$ cat src/hdl/drv_regs_pkg.sv
// Constants and carrier types for the output driver protection register slice.
// Assumes a byte-wide register access port fed by the serial control bus front end.
package drv_regs_pkg;

   // Register address space per page
   localparam int ADDR_W = 7;
   localparam int DATA_W = 8;
   localparam int GAIN_W = 7;
   localparam int CM_W = 2;
   localparam int CM_LEVELS = 4;

   // Page numbers
   localparam logic [7:0] PAGE_ZERO = 8'h00;
   localparam logic [7:0] PAGE_ONE = 8'h01;

   // Offsets
   localparam logic [ADDR_W-1:0] OFS_PAGE_SELECT = 7'h00;
   localparam logic [ADDR_W-1:0] OFS_AMP_ERROR_CONTROL = 7'h1e;
   localparam logic [ADDR_W-1:0] OFS_HEADPHONE_DRIVER_CONTROL = 7'h1f;
   localparam logic [ADDR_W-1:0] OFS_PIN_GAIN_READBACK = 7'h75;

   // Reset values
   localparam logic [7:0] RST_PAGE_SELECT = 8'h00;
   localparam logic [7:0] RST_AMP_ERROR_CONTROL = 8'h00;
   localparam logic [7:0] RST_HEADPHONE_DRIVER_CONTROL = 8'h04;
   localparam logic [7:0] RST_PIN_GAIN_RESERVED = 8'h00;
   localparam logic [GAIN_W-1:0] RST_PIN_GAIN = 7'h00;

   // Field positions in amp_error_control
   localparam int POS_ERR_HP_KEEP = 1;
   localparam int POS_ERR_SPK_KEEP = 0;

   // Field positions in headphone_driver_control
   localparam int POS_HP_POWER_UP = 7;
   localparam int POS_HP_CM_LSB = 3;
   localparam int POS_HP_RESERVED_ONE = 2;
   localparam int POS_HP_SHUTDOWN_SEL = 1;
   localparam int POS_HP_SHORT_STATUS = 0;

   // Field position of the reserved bit in pin_gain_readback
   localparam int POS_GAIN_RESERVED = 7;

   // Gain code meanings: code 0 is +18 dB, half a decibel per step
   localparam logic [GAIN_W-1:0] GAIN_CODE_0DB = 7'h24;
   localparam logic [GAIN_W-1:0] GAIN_CODE_RESERVED = 7'h7f;

   // Register access request from the serial bus front end
   typedef struct packed {
      logic wr;
      logic rd;
      logic [ADDR_W-1:0] addr;
      logic [DATA_W-1:0] wdata;
   } reg_req_s;

   // Register read answer
   typedef struct packed {
      logic valid;
      logic [DATA_W-1:0] data;
   } reg_rsp_s;

   // Raw short-circuit detector levels from the analog drivers
   typedef struct packed {
      logic hp;
      logic spk;
   } short_det_s;

endpackage

$ cat src/hdl/level_sync.sv
// Two-flop synchroniser bank for asynchronous detector levels.
// Assumes inputs are slow levels; multi-bit coherence is not needed.
`timescale 1ns/1ps
module level_sync #(
   parameter int WIDTH = 2
) (
   input wire logic clk,               // Register clock
   input wire logic arst_n,            // Asynchronous reset, active low
   input wire logic [WIDTH-1:0] din,   // Asynchronous levels
   output logic [WIDTH-1:0] dout       // Synchronised levels
);

   // One pair of flops per bit; the first stage feeds only the second
   genvar i;
   generate
      for (i = 0; i < WIDTH; i++) begin : g_bit
         logic meta_q;
         logic sync_q;
         always_ff @(posedge clk or negedge arst_n) begin
            if (!arst_n) begin
               meta_q <= 1'b0;
               sync_q <= 1'b0;
            end else begin
               meta_q <= din[i];
               sync_q <= meta_q;
            end
         end
         assign dout[i] = sync_q;
      end
   endgenerate

endmodule

$ cat src/hdl/cm_level_decode.sv
// Decoder from the common-mode field to one-hot analog level selects.
// Assumes the analog side switches one reference tap per select line.
`timescale 1ns/1ps
module cm_level_decode (
   input wire logic clk,                                          // Register clock
   input wire logic arst_n,                                       // Asynchronous reset, active low
   input wire logic [drv_regs_pkg::CM_W-1:0] cm_field,            // Common-mode field
   output logic [drv_regs_pkg::CM_LEVELS-1:0] cm_select           // One-hot: 1.35, 1.5, 1.65, 1.8 V
);
   import drv_regs_pkg::*;

   logic [CM_LEVELS-1:0] sel_d;
   logic [CM_LEVELS-1:0] sel_q;

   // Code 00 picks 1.35 V up to code 11 for 1.8 V
   genvar i;
   generate
      for (i = 0; i < CM_LEVELS; i++) begin : g_lvl
         assign sel_d[i] = (cm_field == CM_W'(i));
      end
   endgenerate

   // Registered so the analog switch never sees decode glitches
   always_ff @(posedge clk or negedge arst_n) begin
      if (!arst_n) begin
         sel_q <= 4'h1;
      end else begin
         sel_q <= sel_d;
      end
   end

   assign cm_select = sel_q;
endmodule

$ cat src/hdl/output_driver_protect_regs.sv
// Register slice for page select, pin-gain readback, and headphone and speaker
// short-circuit handling of the audio output stage.
// Assumes a serial control bus front end on the same clock issues one-cycle
// read and write strobes; detector levels arrive asynchronously from analog.
// Speaker power bits live outside this slice; it only raises a one-cycle clear request.
// The short status bit lags the detector pin by the two synchroniser clocks.
//
// Contract
// - Pin-gain readback returns 7-bit code; zero is +18 dB, half dB steps.
// - Address zero holds the page number used by later accesses; resets zero.
// - Error bit zero with protection active and shutdown selected clears headphone power bit on short.
// - Error bit one leaves headphone power bit unchanged on short.
// - Speaker error bit zero clears both speaker power bits on short.
// - Speaker error bit one keeps both speaker power bits unchanged on short.
// - Headphone driver powered while its power bit is one, except while held off by shutdown on short; resets zero.
// - Protection active, select zero: limit load current on short.
// - Protection active, select one: power headphone driver down on short.
// - Read-only status bit reads one while headphone short is present.
// - Two-bit common-mode field selects 1.35, 1.5, 1.65 or 1.8 V.
`timescale 1ns/1ps
module output_driver_protect_regs (
   input wire logic clk,                                    // Register clock, 250 MHz
   input wire logic arst_n,                                 // Asynchronous reset, active low
   input wire drv_regs_pkg::reg_req_s req,                  // Register read/write strobe
   output drv_regs_pkg::reg_rsp_s rsp,                      // Read answer, one cycle later
   input wire drv_regs_pkg::short_det_s short_raw,          // Analog short detectors
   input wire logic hp_protect_en,                          // Headphone short protection enabled
   input wire logic [drv_regs_pkg::GAIN_W-1:0] gain_code,   // Gain from volume_detect_pin converter
   input wire logic gain_valid,                             // Gain code strobe
   output logic [7:0] page,                                 // Selected register page
   output logic headphone_output_driver_en,                 // Headphone driver power
   output logic hp_current_limit,                           // Headphone current limit active
   output logic spk_power_clear,                            // Clear speaker_driver_left/right power bits
   output logic [drv_regs_pkg::CM_LEVELS-1:0] cm_select     // Common-mode level select
);
   import drv_regs_pkg::*;

   // Register state
   logic [7:0] page_q;
   logic [7:0] page_d;
   logic [7:0] err_ctl_q;
   logic [7:0] err_ctl_d;
   logic [7:1] hp_ctl_q;
   logic [7:1] hp_ctl_d;
   logic gain_rsv_q;
   logic gain_rsv_d;
   logic [GAIN_W-1:0] gain_q;
   logic [GAIN_W-1:0] gain_d;
   reg_rsp_s rsp_q;
   reg_rsp_s rsp_d;
   logic spk_clear_q;
   logic hp_short_prev_q;
   logic spk_short_prev_q;

   // Synchronised detector levels
   short_det_s short_sync;
   logic hp_short;
   logic spk_short;

   level_sync #(
      .WIDTH(2)
   ) u_short_sync (
      .clk(clk),
      .arst_n(arst_n),
      .din(short_raw),
      .dout(short_sync)
   );

   assign hp_short = short_sync.hp;
   assign spk_short = short_sync.spk;

   // Address decode against the current page
   wire on_page0 = (page_q == PAGE_ZERO);
   wire on_page1 = (page_q == PAGE_ONE);
   wire hit_page = (req.addr == OFS_PAGE_SELECT);
   wire hit_err = on_page1 && (req.addr == OFS_AMP_ERROR_CONTROL);
   wire hit_hp = on_page1 && (req.addr == OFS_HEADPHONE_DRIVER_CONTROL);
   wire hit_gain = on_page0 && (req.addr == OFS_PIN_GAIN_READBACK);
   wire wr_page = req.wr && hit_page;
   wire wr_err = req.wr && hit_err;
   wire wr_hp = req.wr && hit_hp;
   wire wr_gain = req.wr && hit_gain;

   // Nothing mapped here on this page; such reads answer zero
   wire hit_none = !(hit_page || hit_err || hit_hp || hit_gain);
   wire gain_rsv_in = req.wdata[POS_GAIN_RESERVED];

   // Short events and the responses they call for
   wire hp_short_rise = hp_short && !hp_short_prev_q;
   wire spk_short_rise = spk_short && !spk_short_prev_q;
   wire hp_keep = err_ctl_q[POS_ERR_HP_KEEP];
   wire spk_keep = err_ctl_q[POS_ERR_SPK_KEEP];
   wire hp_shutdown_sel = hp_ctl_q[POS_HP_SHUTDOWN_SEL];
   wire hp_auto_clear = hp_short_rise && hp_protect_en && hp_shutdown_sel && !hp_keep;
   wire spk_auto_clear = spk_short_rise && !spk_keep;

   // Page select: any page answers address zero
   assign page_d = wr_page ? req.wdata : page_q;

   // Error control: all bits plain storage
   assign err_ctl_d = wr_err ? req.wdata : err_ctl_q;

   // Headphone control: the hardware clear outranks a host write in the same cycle,
   // so a short never slips past a racing power-up write
   always_comb begin
      hp_ctl_d = hp_ctl_q;
      if (wr_hp) begin
         hp_ctl_d = req.wdata[7:1];
      end
      if (hp_auto_clear) begin
         hp_ctl_d[POS_HP_POWER_UP] = 1'b0;
      end
   end

   // Reserved readback bit is stored as written; gain tracks the converter
   assign gain_rsv_d = wr_gain ? req.wdata[POS_GAIN_RESERVED] : gain_rsv_q;
   assign gain_d = gain_valid ? gain_code : gain_q;

   // Read multiplexer; unmapped addresses read zero
   wire [7:0] rd_page = page_q;
   wire [7:0] rd_err = err_ctl_q;
   wire [7:0] rd_hp = {hp_ctl_q, hp_short};
   wire [7:0] rd_gain = {gain_rsv_q, gain_q};

   always_comb begin
      rsp_d.valid = req.rd;
      rsp_d.data = 8'h00;
      if (req.rd) begin
         if (hit_page) begin
            rsp_d.data = rd_page;
         end else if (hit_err) begin
            rsp_d.data = rd_err;
         end else if (hit_hp) begin
            rsp_d.data = rd_hp;
         end else if (hit_gain) begin
            rsp_d.data = rd_gain;
         end
      end
   end

   // Register updates
   always_ff @(posedge clk or negedge arst_n) begin
      if (!arst_n) begin
         page_q <= RST_PAGE_SELECT;
         err_ctl_q <= RST_AMP_ERROR_CONTROL;
         hp_ctl_q <= RST_HEADPHONE_DRIVER_CONTROL[7:1];
         gain_rsv_q <= RST_PIN_GAIN_RESERVED[POS_GAIN_RESERVED];
         gain_q <= RST_PIN_GAIN;
      end else begin
         page_q <= page_d;
         err_ctl_q <= err_ctl_d;
         hp_ctl_q <= hp_ctl_d;
         gain_rsv_q <= gain_rsv_d;
         gain_q <= gain_d;
      end
   end

   // Read answer and edge history
   always_ff @(posedge clk or negedge arst_n) begin
      if (!arst_n) begin
         rsp_q <= '0;
         hp_short_prev_q <= 1'b0;
         spk_short_prev_q <= 1'b0;
         spk_clear_q <= 1'b0;
      end else begin
         rsp_q <= rsp_d;
         hp_short_prev_q <= hp_short;
         spk_short_prev_q <= spk_short;
         spk_clear_q <= spk_auto_clear;
      end
   end

   // Driver controls; shutdown also holds when the power bit is kept by choice
   wire hp_force_off = hp_protect_en && hp_shutdown_sel && hp_short;
   assign headphone_output_driver_en = hp_ctl_q[POS_HP_POWER_UP] && !hp_force_off;
   assign hp_current_limit = hp_protect_en && !hp_shutdown_sel && hp_short;
   assign spk_power_clear = spk_clear_q;
   assign page = page_q;
   assign rsp = rsp_q;

   cm_level_decode u_cm (
      .clk(clk),
      .arst_n(arst_n),
      .cm_field(hp_ctl_q[POS_HP_CM_LSB+1:POS_HP_CM_LSB]),
      .cm_select(cm_select)
   );
endmodule

$ cat config.mk
export PLATFORM = sky130hd
export DESIGN_NAME = output_driver_protect_regs
export DESIGN_NICKNAME = d
export VERILOG_FILES = /design/src/hdl/drv_regs_pkg.sv /design/src/hdl/level_sync.sv /design/src/hdl/cm_level_decode.sv /design/src/hdl/output_driver_protect_regs.sv
export SDC_FILE = /design/constraint.sdc
export NUM_CORES = 1
export LEC_CHECK = 0
export BUFFER_PORTS_ARGS = -buffer_cell sky130_fd_sc_hd__clkbuf_2
export CORE_MARGIN = 1
export CORE_UTILIZATION = 56
export DETAILED_ROUTE_END_ITERATION = 8
export HOLD_SLACK_MARGIN = 0.05
export PLACE_DENSITY_LB_ADDON = 0.12
export REMOVE_ABC_BUFFERS = 1
export SLEW_MARGIN = 30
export SYNTH_ARGS = -nofsm -noshare
export SYNTH_HDL_FRONTEND = slang
export SYNTH_SLANG_ARGS = --single-unit
$ cat constraint.sdc
create_clock -name clk -period 3.4 [get_ports clk]
set_input_delay 0.34 -clock clk [delete_from_list [all_inputs] [get_ports clk]]
set_output_delay 0.34 -clock clk [all_outputs]
set_load 0.05 [all_outputs]
Yosys cells after proc, flatten, opt, wreduce, memory -nomap -nowiden
Cells that the tools add are included.
{ "totals": {"reg_bits": 51, "latchBits": 0, "mem_bits_rw": 0, "rom_bits": 0, "inputBits": 30, "out_inout_bits": 24, "elab_cells": 58, "memories": 0} }
{ "op_classes": {"n_addsub": 0, "multipliers": 0, "n_div": 0, "order_cmp": 0, "n_eq_ne": 7, "n_shift": 0, "muxes": 7, "n_bitwise": 0, "n_reduce_logical": 28} }
{ "ops": {"columns": ["op", "n"], "rows": [
  ["two-way mux 8 bit", 5],
  ["logical AND 1 bit", 18],
  ["equality test 7 x 5 -> 1 bit, second input constant", 2],
  ["equality test 8 x 1 -> 1 bit, second input constant", 1],
  ["zero test 8 bit", 1],
  ["equality test 7 bit, second input constant", 1],
  ["zero test 7 bit", 1],
  ["two-way mux 7 bit", 1],
  ["zero test 1 bit", 6],
  ["equality test 2 bit, second input constant", 2],
  ["equality test 2 x 1 -> 1 bit, second input constant", 1],
  ["zero test 2 bit", 1],
  ["nonzero test 2 bit", 1],
  ["two-way mux 1 bit", 1]
]} }

Logic depth before layout (Yosys ltp)
Gate-level depths: netlist (run 1).
{ "logic_depth": {"word_depth": 7, "depth_mapped": 5, "ltp_nobuf": 4} }

By module
From an unflattened synthesis (run 1), not the netlist that was laid out.
{ "unflattened": {"cells_unflattened": 146, "hier_area_um2": 2103.3} }
{ "by_module_without_submodules": {"columns": ["mod", "n_inst", "cells_each", "area_per_inst_um2", "seq_area_each_um2"], "rows": [
  ["output_driver_protect_regs", 1, 132, 1860.5, 1077.3],
  ["cm_level_decode", 1, 8, 127.6, 101.3],
  ["level_sync", 1, 6, 115.1, 100.1]
]} }

Worst setup path after synthesis (run 1)
OpenSTA, ideal clock, no wires.
{ "synth_path": {"path_kind": "flip-flop to flip-flop", "startpoint": "reg page_q[4] (netlist: page[4])", "endpoint": "reg rsp_q, in the netlist rsp[0]", "setup_time_ns": 0.078, "arrival_ns": 1.921, "t_required_ns": 3.322, "path_slack_ns": 1.402, "path_stages_with_launch": 5, "n_path_buf": 0, "synth_period_minus_slack_ns": 1.998, "path_cell_list": "dfrtp_1 > or4_4 > nor4_4 > a22oi_1 > a21oi_1"} }
{ "synth_rtl": {"columns": ["element", "line_no", "source"], "rows": [
  ["from (decl)", "output_driver_protect_regs.sv:39", "logic [7:0] page_q;"],
  ["from (signal assigned)", "output_driver_protect_regs.sv:150", "page_q <= page_d;"],
  ["to (signal assigned)", "output_driver_protect_regs.sv:166", "rsp_q <= rsp_d;"],
  ["to (decl)", "output_driver_protect_regs.sv:49", "reg_rsp_s rsp_q;"]
]} }

Worst setup path after layout (run 1)
{ "layout_path": {"startpoint": "reg page_q[5] (netlist: page[5])", "endpoint": "reg hp_ctl_q[3] (netlist name)"} }
{ "layout_between": {"elab_chain_cells": 3} }
{ "layout_lines": {"columns": ["element", "line_no", "source"], "rows": [
  ["equality test 8 x 1 -> 1 bit", "output_driver_protect_regs.sv:74", "wire on_page1 = (page_q == PAGE_ONE);"],
  ["logical AND 1 bit", "output_driver_protect_regs.sv:77", "wire hit_hp = on_page1 && (req.addr == OFS_HEADPHONE_DRIVER_CONTROL);"],
  ["logical AND 1 bit", "output_driver_protect_regs.sv:81", "wire wr_hp = req.wr && hit_hp;"],
  ["to (signal assigned)", "output_driver_protect_regs.sv:146", "hp_ctl_q <= RST_HEADPHONE_DRIVER_CONTROL[7:1];"],
  ["to (signal assigned)", "output_driver_protect_regs.sv:152", "hp_ctl_q <= hp_ctl_d;"],
  ["to (decl)", "output_driver_protect_regs.sv:43", "logic [7:1] hp_ctl_q;"]
]} }
Every way passes these cells.
A chain may end at the register's enable or synchronous reset.

==> flow_metrics.py, run 1 <==
metrics = {
    "floorplan": {
        "initial_core_util_pct": 60.82,
        "fp.dieH_um": 63.38,
        "core-area_um2": 3468,
        "rows": 21,
        "dieWidth_um": 63.38,
        "io-pin-count": 54,
        "die_area_um2": 4016,
    },
    "clocking": {
        "cts_max_path_buffers": 2,
        "clock_sinks": 51,
        "htreeDepth": 2,
        "clk_pin_slew_worst_paths_ps": 90,
        "cts_tree": "yes",
        "cts-root-buf": "clkbuf_8",
        "clock_latency_ps": 310,
        "numCtsBuffers": 5,
    },
    "sta": {
        "rsz0062_at_grt": "no",
        "setup_tns_ps": 0,
        "slew_headroom_pct": 57.94,
        "fmax_mhz": 459.2,
        "finalHoldViolCount": 0,
        "slew_violations": 0,
        "skew_ps": 8.521,
        "setup_viol": 0,
        "worst_slew_pin_slew_ps": 626.1,
        "fin_crit_ps": 2178,
        "finalCritPeriodShare_pct": 64.05,
    },
    "worst_setup_path": {
        "setup.worst_path.end_class": "flip-flop",
        "path_class": "reg2reg",
        "critPathMaxFanout": 6,
        "worst_setup_path_start_kind": "flip-flop",
        "cp.required_ps": 3590,
        "cp_data_arrival_time_ps": 2370,
    },
    "route": {
        "antenna_left": 0,
        "first_pass_iters": 4,
        "drtIter0Drc": 112,
        "wl_per_cell_um": 18.46,
        "drt_wl_total_um": 4780,
        "drc_errors": 0,
        "via_per_inst": 6.158,
        "vias": 1595,
    },
    "power": {
        "clock_power_share_pct": 29.6,
        "ir_worst_vdd_mv": 0.2968,
        "comb_power_share_pct": 12.9,
        "p_int_mw": 0.8226,
        "pwr_density_cell_nw_per_um2": 449.3,
        "leakagePower_nw": 1.206,
        "p_seq_share_pct": 57.5,
        "p_sw_mw": 0.3090,
        "swShare_pct": 27.31,
    },
    "final_layout": {
        "fin_cells": 259,
        "antenna_cells": 0,
        "finalNetCount": 242,
        "area_delta_synth_final_pct": 19.40,
        "drive_gt1_share_pct": 46.95,
    },
    "logic_synthesis": {
        "synth_cells": 154,
        "synth_edf_count": 0,
        "yosysWarnings": 0,
        "synth_commonest_cells": "dfrtp_1, mux2_2, a31oi_1",
        "yosysMostFrequentCell": "dfrtp_1",
        "synth_flop_cell": "dfrtp_1",
        "synth-async-reset-ratio_pct": 100.0,
        "synth_cell_type_count": 29,
        "syn-cell-area_um2": 2110,
        "synth.area.top_cells": "dfrtp_1, mux2_2, nor4_4, a22oi_1, a31oi_1",
        "avgSynthCellArea_um2": 13.70,
        "ys_seq_area_share_pct": 60.62,
        "synth-seq-cells": 51,
        "synth_area_leader_cell": "dfrtp_1",
        "synth_top_area_share_pct": 58.13,
    },
    "place": {
        "dp_hpwl_um": 3430,
        "dp.cells": 250,
        "io_buffers": 53,
        "place_congestion": 0.8343,
    },
    "hold_path": {
        "hp-class": "in2reg",
    },
    "global_route": {
        "grt_start_max_net_pins": 32,
        "first_global_vias": 1651,
        "track_usage_pct": 26.23,
        "antenna_found_initial": 0,
        "grt_pass1_wl_um": 7907,
        "overflow": 0,
    },
    "outcome": {
        "status": "complete, no violations",
    },
    "run": {
        "cap_violations": 0,
    },
}
[sequential cells by signal (all words and copies together) (netlist names)]
register                   cells
u_short_sync.g_bit.sync_q      2
hp_ctl_q                       7
gain_rsv_q                     1
rsp                            9
hp_short_prev_q                1
err_ctl_q                      8
u_short_sync.g_bit.meta_q      2
u_cm.cm_select                 4
page                           8
spk_power_clear                1
gain_q                         7
spk_short_prev_q               1
[metal layers]
layer / vias to the layer above / track usage, % / wire [um]
met5: - / 0 / 0
met4: 0 / 11.08 / 75
met3: 10 / 5.797 / 299
met2: 85 / 43.22 / 2409
met1: 800 / 33.25 / 1995
li1: 700 / - / -
[kinds of logic (layout without fill, tap and decap cells)]
logic type	count (synthesis)	in the layout	synth area share, %
AO/OA/AOI/OAI	34	34	9.787
multiplexers	30	30	16.01
flip-flops	51	51	60.62
AND/OR/NAND/NOR	34	34	12.63
buffers and inverters	5	64	0.9486
[critical path, stage by stage, from the launching register on]
cell and delay (ps):
dfrtp_1 440, nor4_1 370, nand4_1 300, nor4_4 540, mux2_2 400
[layout make-up]
type	instances	area, um^2
clock inverters	2	12.51
inverters	1	3.754
repair buffers	55	282.8
fillers	262	949.7
well taps	46	57.56
multi-input cells	98	810.8
flip-flops and latches	51	1279
clock buffers	6	72.57
[path summary, 6_finish.rpt]
path                                              start                           end  depth (start not counted)  slack [ps]
max                                             page[5]                   hp_ctl_q[3]                          4        1220
min                                        short_raw[1]  u_short_sync.g_bit[1].meta_q                          1         130
max reg2reg                                     page[5]                   hp_ctl_q[3]                          4        1220
min reg2reg                u_short_sync.g_bit[1].meta_q  u_short_sync.g_bit[1].sync_q                          0         370
max in group asynchronous                        arst_n                   hp_ctl_q[2]                          3        2060
min in group asynchronous                        arst_n                     gain_q[3]                          2         520
[power groups by stage]
stage | sequential [mW] | clock [mW] | combinational (mW)
after floorplan | 0.691 | 0 | 0.0505
after global placement | 0.661 | 0 | 0.140
after detailed placement | 0.662 | 0 | 0.145
after CTS | 0.650 | 0.340 | 0.146
after global routing | 0.653 | 0.361 | 0.156
final | 0.651 | 0.335 | 0.146
[per-stage QoR]
stage          utilization [%]  instance area (um^2)  hold slack (ps)  setup WS, ps  total power, mW
4_1_cts                  72.62                  2519            135.7          1232            1.137
3_3_place_gp             69.88                  2424            319.4          1258           0.8003
3_5_place_dp             69.88                  2424            333.7          1246           0.8071
5_1_grt                  72.62                  2519            133.3          1147            1.170
6_report                 72.62                  2519            134.3          1222            1.132
2_1_floorplan                -                  2093            44.41          1402           0.7415
[layout by cell type, fill, tap and decap left out, drive strengths merged, types with 2 or more instances in the layout]
master | synthesis | final
clkbuf | 3 | 59
dfrtp | 49 | 49
mux2 | 30 | 30
a31oi | 9 | 9
a22oi | 8 | 8
o21ai | 8 | 8
a21oi | 8 | 8
nor4 | 6 | 6
nor2b | 3 | 3
and2 | 3 | 3
nand4 | 3 | 3
nand2 | 3 | 3
nor2 | 3 | 3
nor3 | 2 | 2
and4 | 2 | 2
nor3b | 2 | 2
dfstp | 2 | 2
or4b | 2 | 2
[repair_timing]
| item | CTS | global route |
|---|---|---|
| endpoints found under the hold margin | 19 | 0 |
| hold buffers | 1 | 0 |
| resized for setup | 0 | 0 |
| setup buffers | 0 | 0 |
| endpoints found under the setup margin | 0 | 0 |
Power figures use the tool's default switching activity.
==> run 2: changes to the inputs <==
--- a/config.mk
+++ b/config.mk
@@ -5,9 +5,10 @@
 export SDC_FILE = /design/constraint.sdc
 export NUM_CORES = 1
 export LEC_CHECK = 0
+export ABC_AREA = 1
 export BUFFER_PORTS_ARGS = -buffer_cell sky130_fd_sc_hd__clkbuf_2
 export CORE_MARGIN = 1
-export CORE_UTILIZATION = 56
+export CORE_UTILIZATION = 48
 export DETAILED_ROUTE_END_ITERATION = 8
 export HOLD_SLACK_MARGIN = 0.05
 export PLACE_DENSITY_LB_ADDON = 0.12
==> constraint.sdc (replaced) <==
create_clock -name clk -period 1.8 [get_ports clk]
set_input_delay 0.18 -clock clk [delete_from_list [all_inputs] [get_ports clk]]
set_output_delay 0.18 -clock clk [all_outputs]
set_load 0.05 [all_outputs]
==> flow_metrics.py, run 2 <==
metrics = {
    "clocking": {
        "cts_resized": 0,
        "htreeDepth": 2,
        "clk_pin_slew_worst_paths_ps": 90,
        "cts_setup_buffers": 0,
        "cts_hold_buf": 3,
        "cts_tree": "yes",
        "cts_max_path_buffers": 2,
        "numCtsBuffers": 5,
        "clock_latency_ps": 310,
        "cts-root-buf": "clkbuf_8",
        "clock_sinks": 51,
    },
    "final_layout": {
        "antenna_cells": 0,
        "area_delta_synth_final_pct": 18.18,
        "finalNetCount": 337,
        "final_common_cell": "clkbuf_2",
        "layout_common_cells": "clkbuf_2, dfrtp_1, nand2_1, nor2_1",
        "drive_gt1_share_pct": 33.12,
        "largest_reg_flops": 9,
    },
    "logic_synthesis": {
        "syn-cell-area_um2": 2326,
        "synth_commonest_cells": "dfrtp_1, nand2_1, nor2_1",
        "synth-async-reset-ratio_pct": 100.0,
        "synth_area_leader_cell": "dfrtp_1",
        "synth_xor_area_share_pct": 0,
        "ys_seq_area_share_pct": 54.98,
        "synth_top_area_share_pct": 52.72,
        "synth_edf_count": 0,
        "synth-compound-area-share_pct": 9.091,
        "synth-seq-cells": 51,
        "synth_flop_cell": "dfrtp_1",
        "synth_fa_ha_area_share_pct": 0,
        "yosys.area_share.simple_pct": 26.09,
        "synth_cells": 246,
        "yosysMostFrequentCell": "dfrtp_1",
        "synth_mux_area_share_pct": 3.389,
        "synth_cell_type_count": 22,
        "yosysWarnings": 0,
        "avgSynthCellArea_um2": 9.455,
        "synth_top_family_by_area": "simple AND/OR/NAND/NOR gates",
        "synth.area.top_cells": "dfrtp_1, nand2_1, nor2_1, nand3_1, o21ai_2",
    },
    "route": {
        "wl_met2_um": 2222,
        "drtIter0Drc": 90,
        "drc_errors": 0,
        "wl_per_cell_um": 13.32,
        "via_per_inst": 4.944,
        "met3_wirelength_um": 245,
        "vias": 1780,
        "first_pass_iters": 4,
        "antenna_left": 0,
        "drt_wl_total_um": 4796,
        "wl_met1_um": 2278,
        "highest_layer": "met4",
    },
    "sta": {
        "whs_ps": 95.04,
        "fin_crit_ps": 1543,
        "finalCritPeriodShare_pct": 85.73,
        "worst_slew_pin_slew_ps": 628.7,
        "setup_tns_ps": 0,
        "setup_viol": 0,
        "slew_violations": 0,
        "fmax_mhz": 648.0,
        "skew_ps": 6.928,
        "slew_headroom_pct": 58.09,
        "finalHoldViolCount": 0,
        "rsz0062_at_grt": "no",
    },
    "place": {
        "dp_hpwl_um": 3459,
        "io_buffers": 53,
        "place_congestion": 0.8189,
    },
    "global_route": {
        "first_global_vias": 1744,
        "overflow": 0,
        "grt_pass1_wl_um": 8038,
        "antenna_found_initial": 0,
        "grt_start_max_net_pins": 52,
        "track_usage_pct": 20.58,
    },
    "hold_path": {
        "hp-class": "in2reg",
        "hold_depth": 1,
    },
    "run": {
        "cap_violations": 0,
    },
    "floorplan": {
        "rows": 24,
        "core-area_um2": 4504,
        "io-pin-count": 54,
        "dieWidth_um": 71.61,
        "initial_core_util_pct": 51.64,
        "die_area_um2": 5128,
        "fp.dieH_um": 71.61,
    },
    "worst_setup_path": {
        "cpPeakStageDelay_ps": 400,
        "worst_setup_path_start_kind": "flip-flop",
        "path_class": "reg2out",
        "cp_cell_sequence": "inv_1 -> nor3_1 -> inv_1 -> nand2_1 -> inv_1 -> clkbuf_2",
        "cpMostUsedCell": "inv_1",
        "cp.required_ps": 1620,
        "setup.worst_path.end_class": "primary output",
        "critPathMaxFanout": 4,
        "cp_data_arrival_time_ps": 1360,
        "critPathSlowestCell": "dfrtp_1",
        "reg2reg_depth": 8,
    },
    "power": {
        "ir_worst_vdd_mv": 0.4901,
        "leakagePower_nw": 1.467,
        "pwr_density_cell_nw_per_um2": 874.4,
    },
    "outcome": {
        "status": "complete, no violations",
    },
}
## run 2: layer usage
layer  track usage (%)  vias to the layer above
met2             32.70                       54
met1             28.08                      811
met5                 0                        -
li1                  -                      910
met4             6.754                        0
met3             4.782                        5
## run 2: metrics by stage
step / setup WS [ps] / total power [mW] / instances / utilization (%) / instance area [um^2]
floorplan: 134.2 / 1.618 / 240 / - / 2273
global placement: 303.6 / 1.778 / 349 / 58.47 / 2634
detailed placement: 308.7 / 1.783 / 349 / 58.47 / 2634
CTS: 242.5 / 2.427 / 360 / 61.03 / 2749
global route: 97.21 / 2.508 / 360 / 61.03 / 2749
finish: 256.9 / 2.404 / 360 / 61.03 / 2749
## run 2: logic make-up after synthesis
| kind of cell | Yosys count |
|---|---|
| AO/OA/AOI/OAI | 31 |
| buffers and inverters | 32 |
| flip-flops | 51 |
| multiplexers | 7 |
| AND/OR/NAND/NOR | 125 |
## run 2: worst max-delay path, delay by kind of cell (launching register included)
| kind | cells | cell delay [ps] |
|---|---|---|
| AND/OR/NAND/NOR | 2 | 280 |
| flip-flops | 1 | 400 |
| buffers and inverters | 4 | 360 |
## run 2: report_power, final
part	leakage (nW)	switching (mW)	internal, mW
combinational	0.772	0.334	0.141
clock	0.0412	0.370	0.272
sequential	0.654	0.0605	1.23
## run 2: path summary, 6_finish.rpt
| path | start | to | slack, ps |
|---|---|---|---|
| max | hp_ctl_q[1] | headphone_output_driver_en | 260 |
| max reg2reg | page[5] | rsp[5] | 280 |
| max in group asynchronous | arst_n | hp_ctl_q[5] | 870 |
| min reg2reg | u_short_sync.g_bit[0].meta_q | u_short_sync.g_bit[0].sync_q | 350 |
| min in group asynchronous | arst_n | spk_short_prev_q | 510 |
| min | req[15] | rsp[8] | 100 |
## run 2: cell type report
| class | count | area, um^2 |
|---|---|---|
| clock buffers | 6 | 72.57 |
| fillers | 395 | 1755 |
| well taps | 52 | 65.06 |
| clock inverters | 2 | 12.51 |
| inverters | 26 | 97.59 |
| multi-input cells | 163 | 897.1 |
| flip-flops and latches | 51 | 1279 |
| repair buffers | 60 | 325.3 |
==> run 3: changes to the inputs <==
--- a/config.mk
+++ b/config.mk
@@ -5,10 +5,9 @@
 export SDC_FILE = /design/constraint.sdc
 export NUM_CORES = 1
 export LEC_CHECK = 0
-export ABC_AREA = 1
 export BUFFER_PORTS_ARGS = -buffer_cell sky130_fd_sc_hd__clkbuf_2
 export CORE_MARGIN = 1
-export CORE_UTILIZATION = 48
+export CORE_UTILIZATION = 47
 export DETAILED_ROUTE_END_ITERATION = 8
 export HOLD_SLACK_MARGIN = 0.05
 export PLACE_DENSITY_LB_ADDON = 0.12
==> constraint.sdc (replaced) <==
create_clock -name clk -period 1.3 [get_ports clk]
set_input_delay 0.13 -clock clk [delete_from_list [all_inputs] [get_ports clk]]
set_output_delay 0.13 -clock clk [all_outputs]
set_load 0.05 [all_outputs]
==> flow_metrics.py, run 3 (synthesis results as in run 1) <==
metrics = {
    "route": {
        "drc_errors": 0,
        "via_per_inst": 5.695,
        "vias": 1754,
        "highest_layer": "met4",
        "drt_wl_total_um": 5778,
        "met3_wirelength_um": 326,
        "wl_per_cell_um": 18.76,
        "drtIter0Drc": 127,
        "wl_met1_um": 2350,
        "first_pass_iters": 4,
        "antenna_left": 0,
        "wl_met2_um": 2995,
    },
    "global_route": {
        "antenna_found_initial": 0,
        "track_usage_pct": 25.16,
        "grt_pass1_wl_um": 8418,
        "first_global_vias": 1772,
        "overflow": 0,
        "grt_start_max_net_pins": 52,
    },
    "floorplan": {
        "initial_core_util_pct": 50.91,
        "dieWidth_um": 69.00,
        "io-pin-count": 54,
        "core-area_um2": 4144,
        "die_area_um2": 4760,
        "rows": 23,
        "fp.dieH_um": 69.00,
    },
    "worst_setup_path": {
        "path_class": "reg2reg",
        "cp_cell_sequence": "nor4_4 -> nand4_1 -> buf_6 -> nor4_1 -> mux2_2",
        "cp.required_ps": 1500,
        "critPathMaxFanout": 3,
        "cp_num_buf_inv": 1,
        "cp_data_arrival_time_ps": 2060,
        "worst_setup_path_start_kind": "flip-flop",
        "cpPeakStageDelay_ps": 450,
        "cp_top_family": "simple AND/OR/NAND/NOR gates",
        "critPathSlowestCell": "dfrtp_2",
        "setup.worst_path.end_class": "flip-flop",
    },
    "sta": {
        "fin_crit_ps": 1859,
        "setup_tns_ps": -11970,
        "finalHoldViolCount": 0,
        "slew_headroom_pct": 76.19,
        "finalCritPeriodShare_pct": 143.0,
        "setup_viol": 24,
        "slew_violations": 0,
        "rsz0062_at_grt": "yes",
        "skew_ps": 9.061,
        "worst_slew_pin_slew_ps": 353.9,
        "fmax_mhz": 538.0,
        "fin_ws_ps": -558.6,
    },
    "clocking": {
        "cts_max_path_buffers": 2,
        "clk_pin_slew_worst_paths_ps": 100,
        "clock_latency_ps": 310,
        "cts_tree": "yes",
        "htreeDepth": 2,
        "cts-root-buf": "clkbuf_8",
        "clock_sinks": 51,
        "numCtsBuffers": 5,
    },
    "final_layout": {
        "antenna_cells": 0,
        "finalNetCount": 287,
        "area_delta_synth_final_pct": 44.01,
        "final_common_cell": "dfrtp_1",
        "drive_gt1_share_pct": 62.02,
        "final_util_pct": 73.31,
        "layout_common_cells": "dfrtp_1, clkbuf_2, buf_4, mux2_2, a31oi_1",
        "largest_reg_flops": 9,
    },
    "place": {
        "place_congestion": 0.8954,
        "pre_cts_ws_ps": -564.9,
        "dp_hpwl_um": 3845,
        "io_buffers": 53,
    },
    "outcome": {
        "violations": "negative setup slack",
        "status": "complete, but fails checks",
    },
    "power": {
        "pwr_density_cell_nw_per_um2": 1034,
        "ir_worst_vdd_mv": 1.045,
        "leakagePower_nw": 1.472,
    },
    "hold_path": {
        "hp-class": "in2reg",
    },
    "run": {
        "cap_violations": 0,
    },
}
==> run 3: changes by cell type in the layout (fill, tap and decap cells not counted), sizes merged, moves of 6 or more <==
| cell | previous run | this run |
|---|---|---|
| a22oi | 0 | 8 |
| a31oi | 0 | 9 |
| buf | 4 | 42 |
| inv | 26 | 2 |
| mux2 | 7 | 30 |
| nand2 | 48 | 3 |
| nand3 | 29 | 1 |
| nor2 | 44 | 3 |
| nor4 | 0 | 6 |
| o21ai | 23 | 8 |
==> run 3: power by group <==
part	leakage [nW]	switching, mW	internal [mW]
logic	0.762	0.298	0.231
registers	0.662	0.0549	1.65
clock network	0.0483	0.529	0.380
total	1.47	0.882	2.26
==> run 3: path summary, 6_finish.rpt <==
path                                               from                           end  slack [ps]  cells after the start
setup / recovery                                page[6]                    gain_rsv_q        -560                      5
hold / removal                             gain_code[0]                     gain_q[0]          50                      2
setup reg to reg                                page[6]                    gain_rsv_q        -560                      5
hold reg to reg            u_short_sync.g_bit[1].meta_q  u_short_sync.g_bit[1].sync_q         360                      0
max in group asynchronous                        arst_n             u_cm.cm_select[0]         680                      3
min in group asynchronous                        arst_n                  err_ctl_q[7]         340                      3
==> run 3: final cells by class <==
cell class              instances  area, um^2
clock buffers                   5       68.82
clock inverters                 3       18.77
fillers                       293        1106
inverters                       1       3.754
multi-input cells              98       917.1
flip-flops and latches         51        1280
well taps                      50       62.56
repair buffers                100       686.9
==> run 3: per-layer routing <==
| layer | vias to the layer above | track usage [%] |
|---|---|---|
| met1 | 871 | 30.71 |
| li1 | 789 | - |
| met5 | - | 0 |
| met4 | 0 | 11.48 |
| met2 | 82 | 42.60 |
| met3 | 12 | 4.934 |
==> run 3: timing repair <==
action	4_1_cts	5_1_grt
endpoints found under the setup margin	25	29
gates cloned	0	0
endpoints found under the hold margin	53	1
hold buffers	5	1
gates resized for setup	17	26
setup buffers	3	3
pin swaps	20	6
==> run 3: stage by stage <==
step / total power, mW / hold WS [ps] / cells / instance area, um^2
floorplan: 1.939 / -165.6 / 150 / 2093
global placement: 2.166 / 140.8 / 288 / 2696
detailed placement: 2.181 / 140.9 / 288 / 2696
CTS: 3.108 / 51.35 / 304 / 2930
global route: 3.274 / 42.14 / 308 / 3038
finish: 3.142 / 47.58 / 308 / 3038
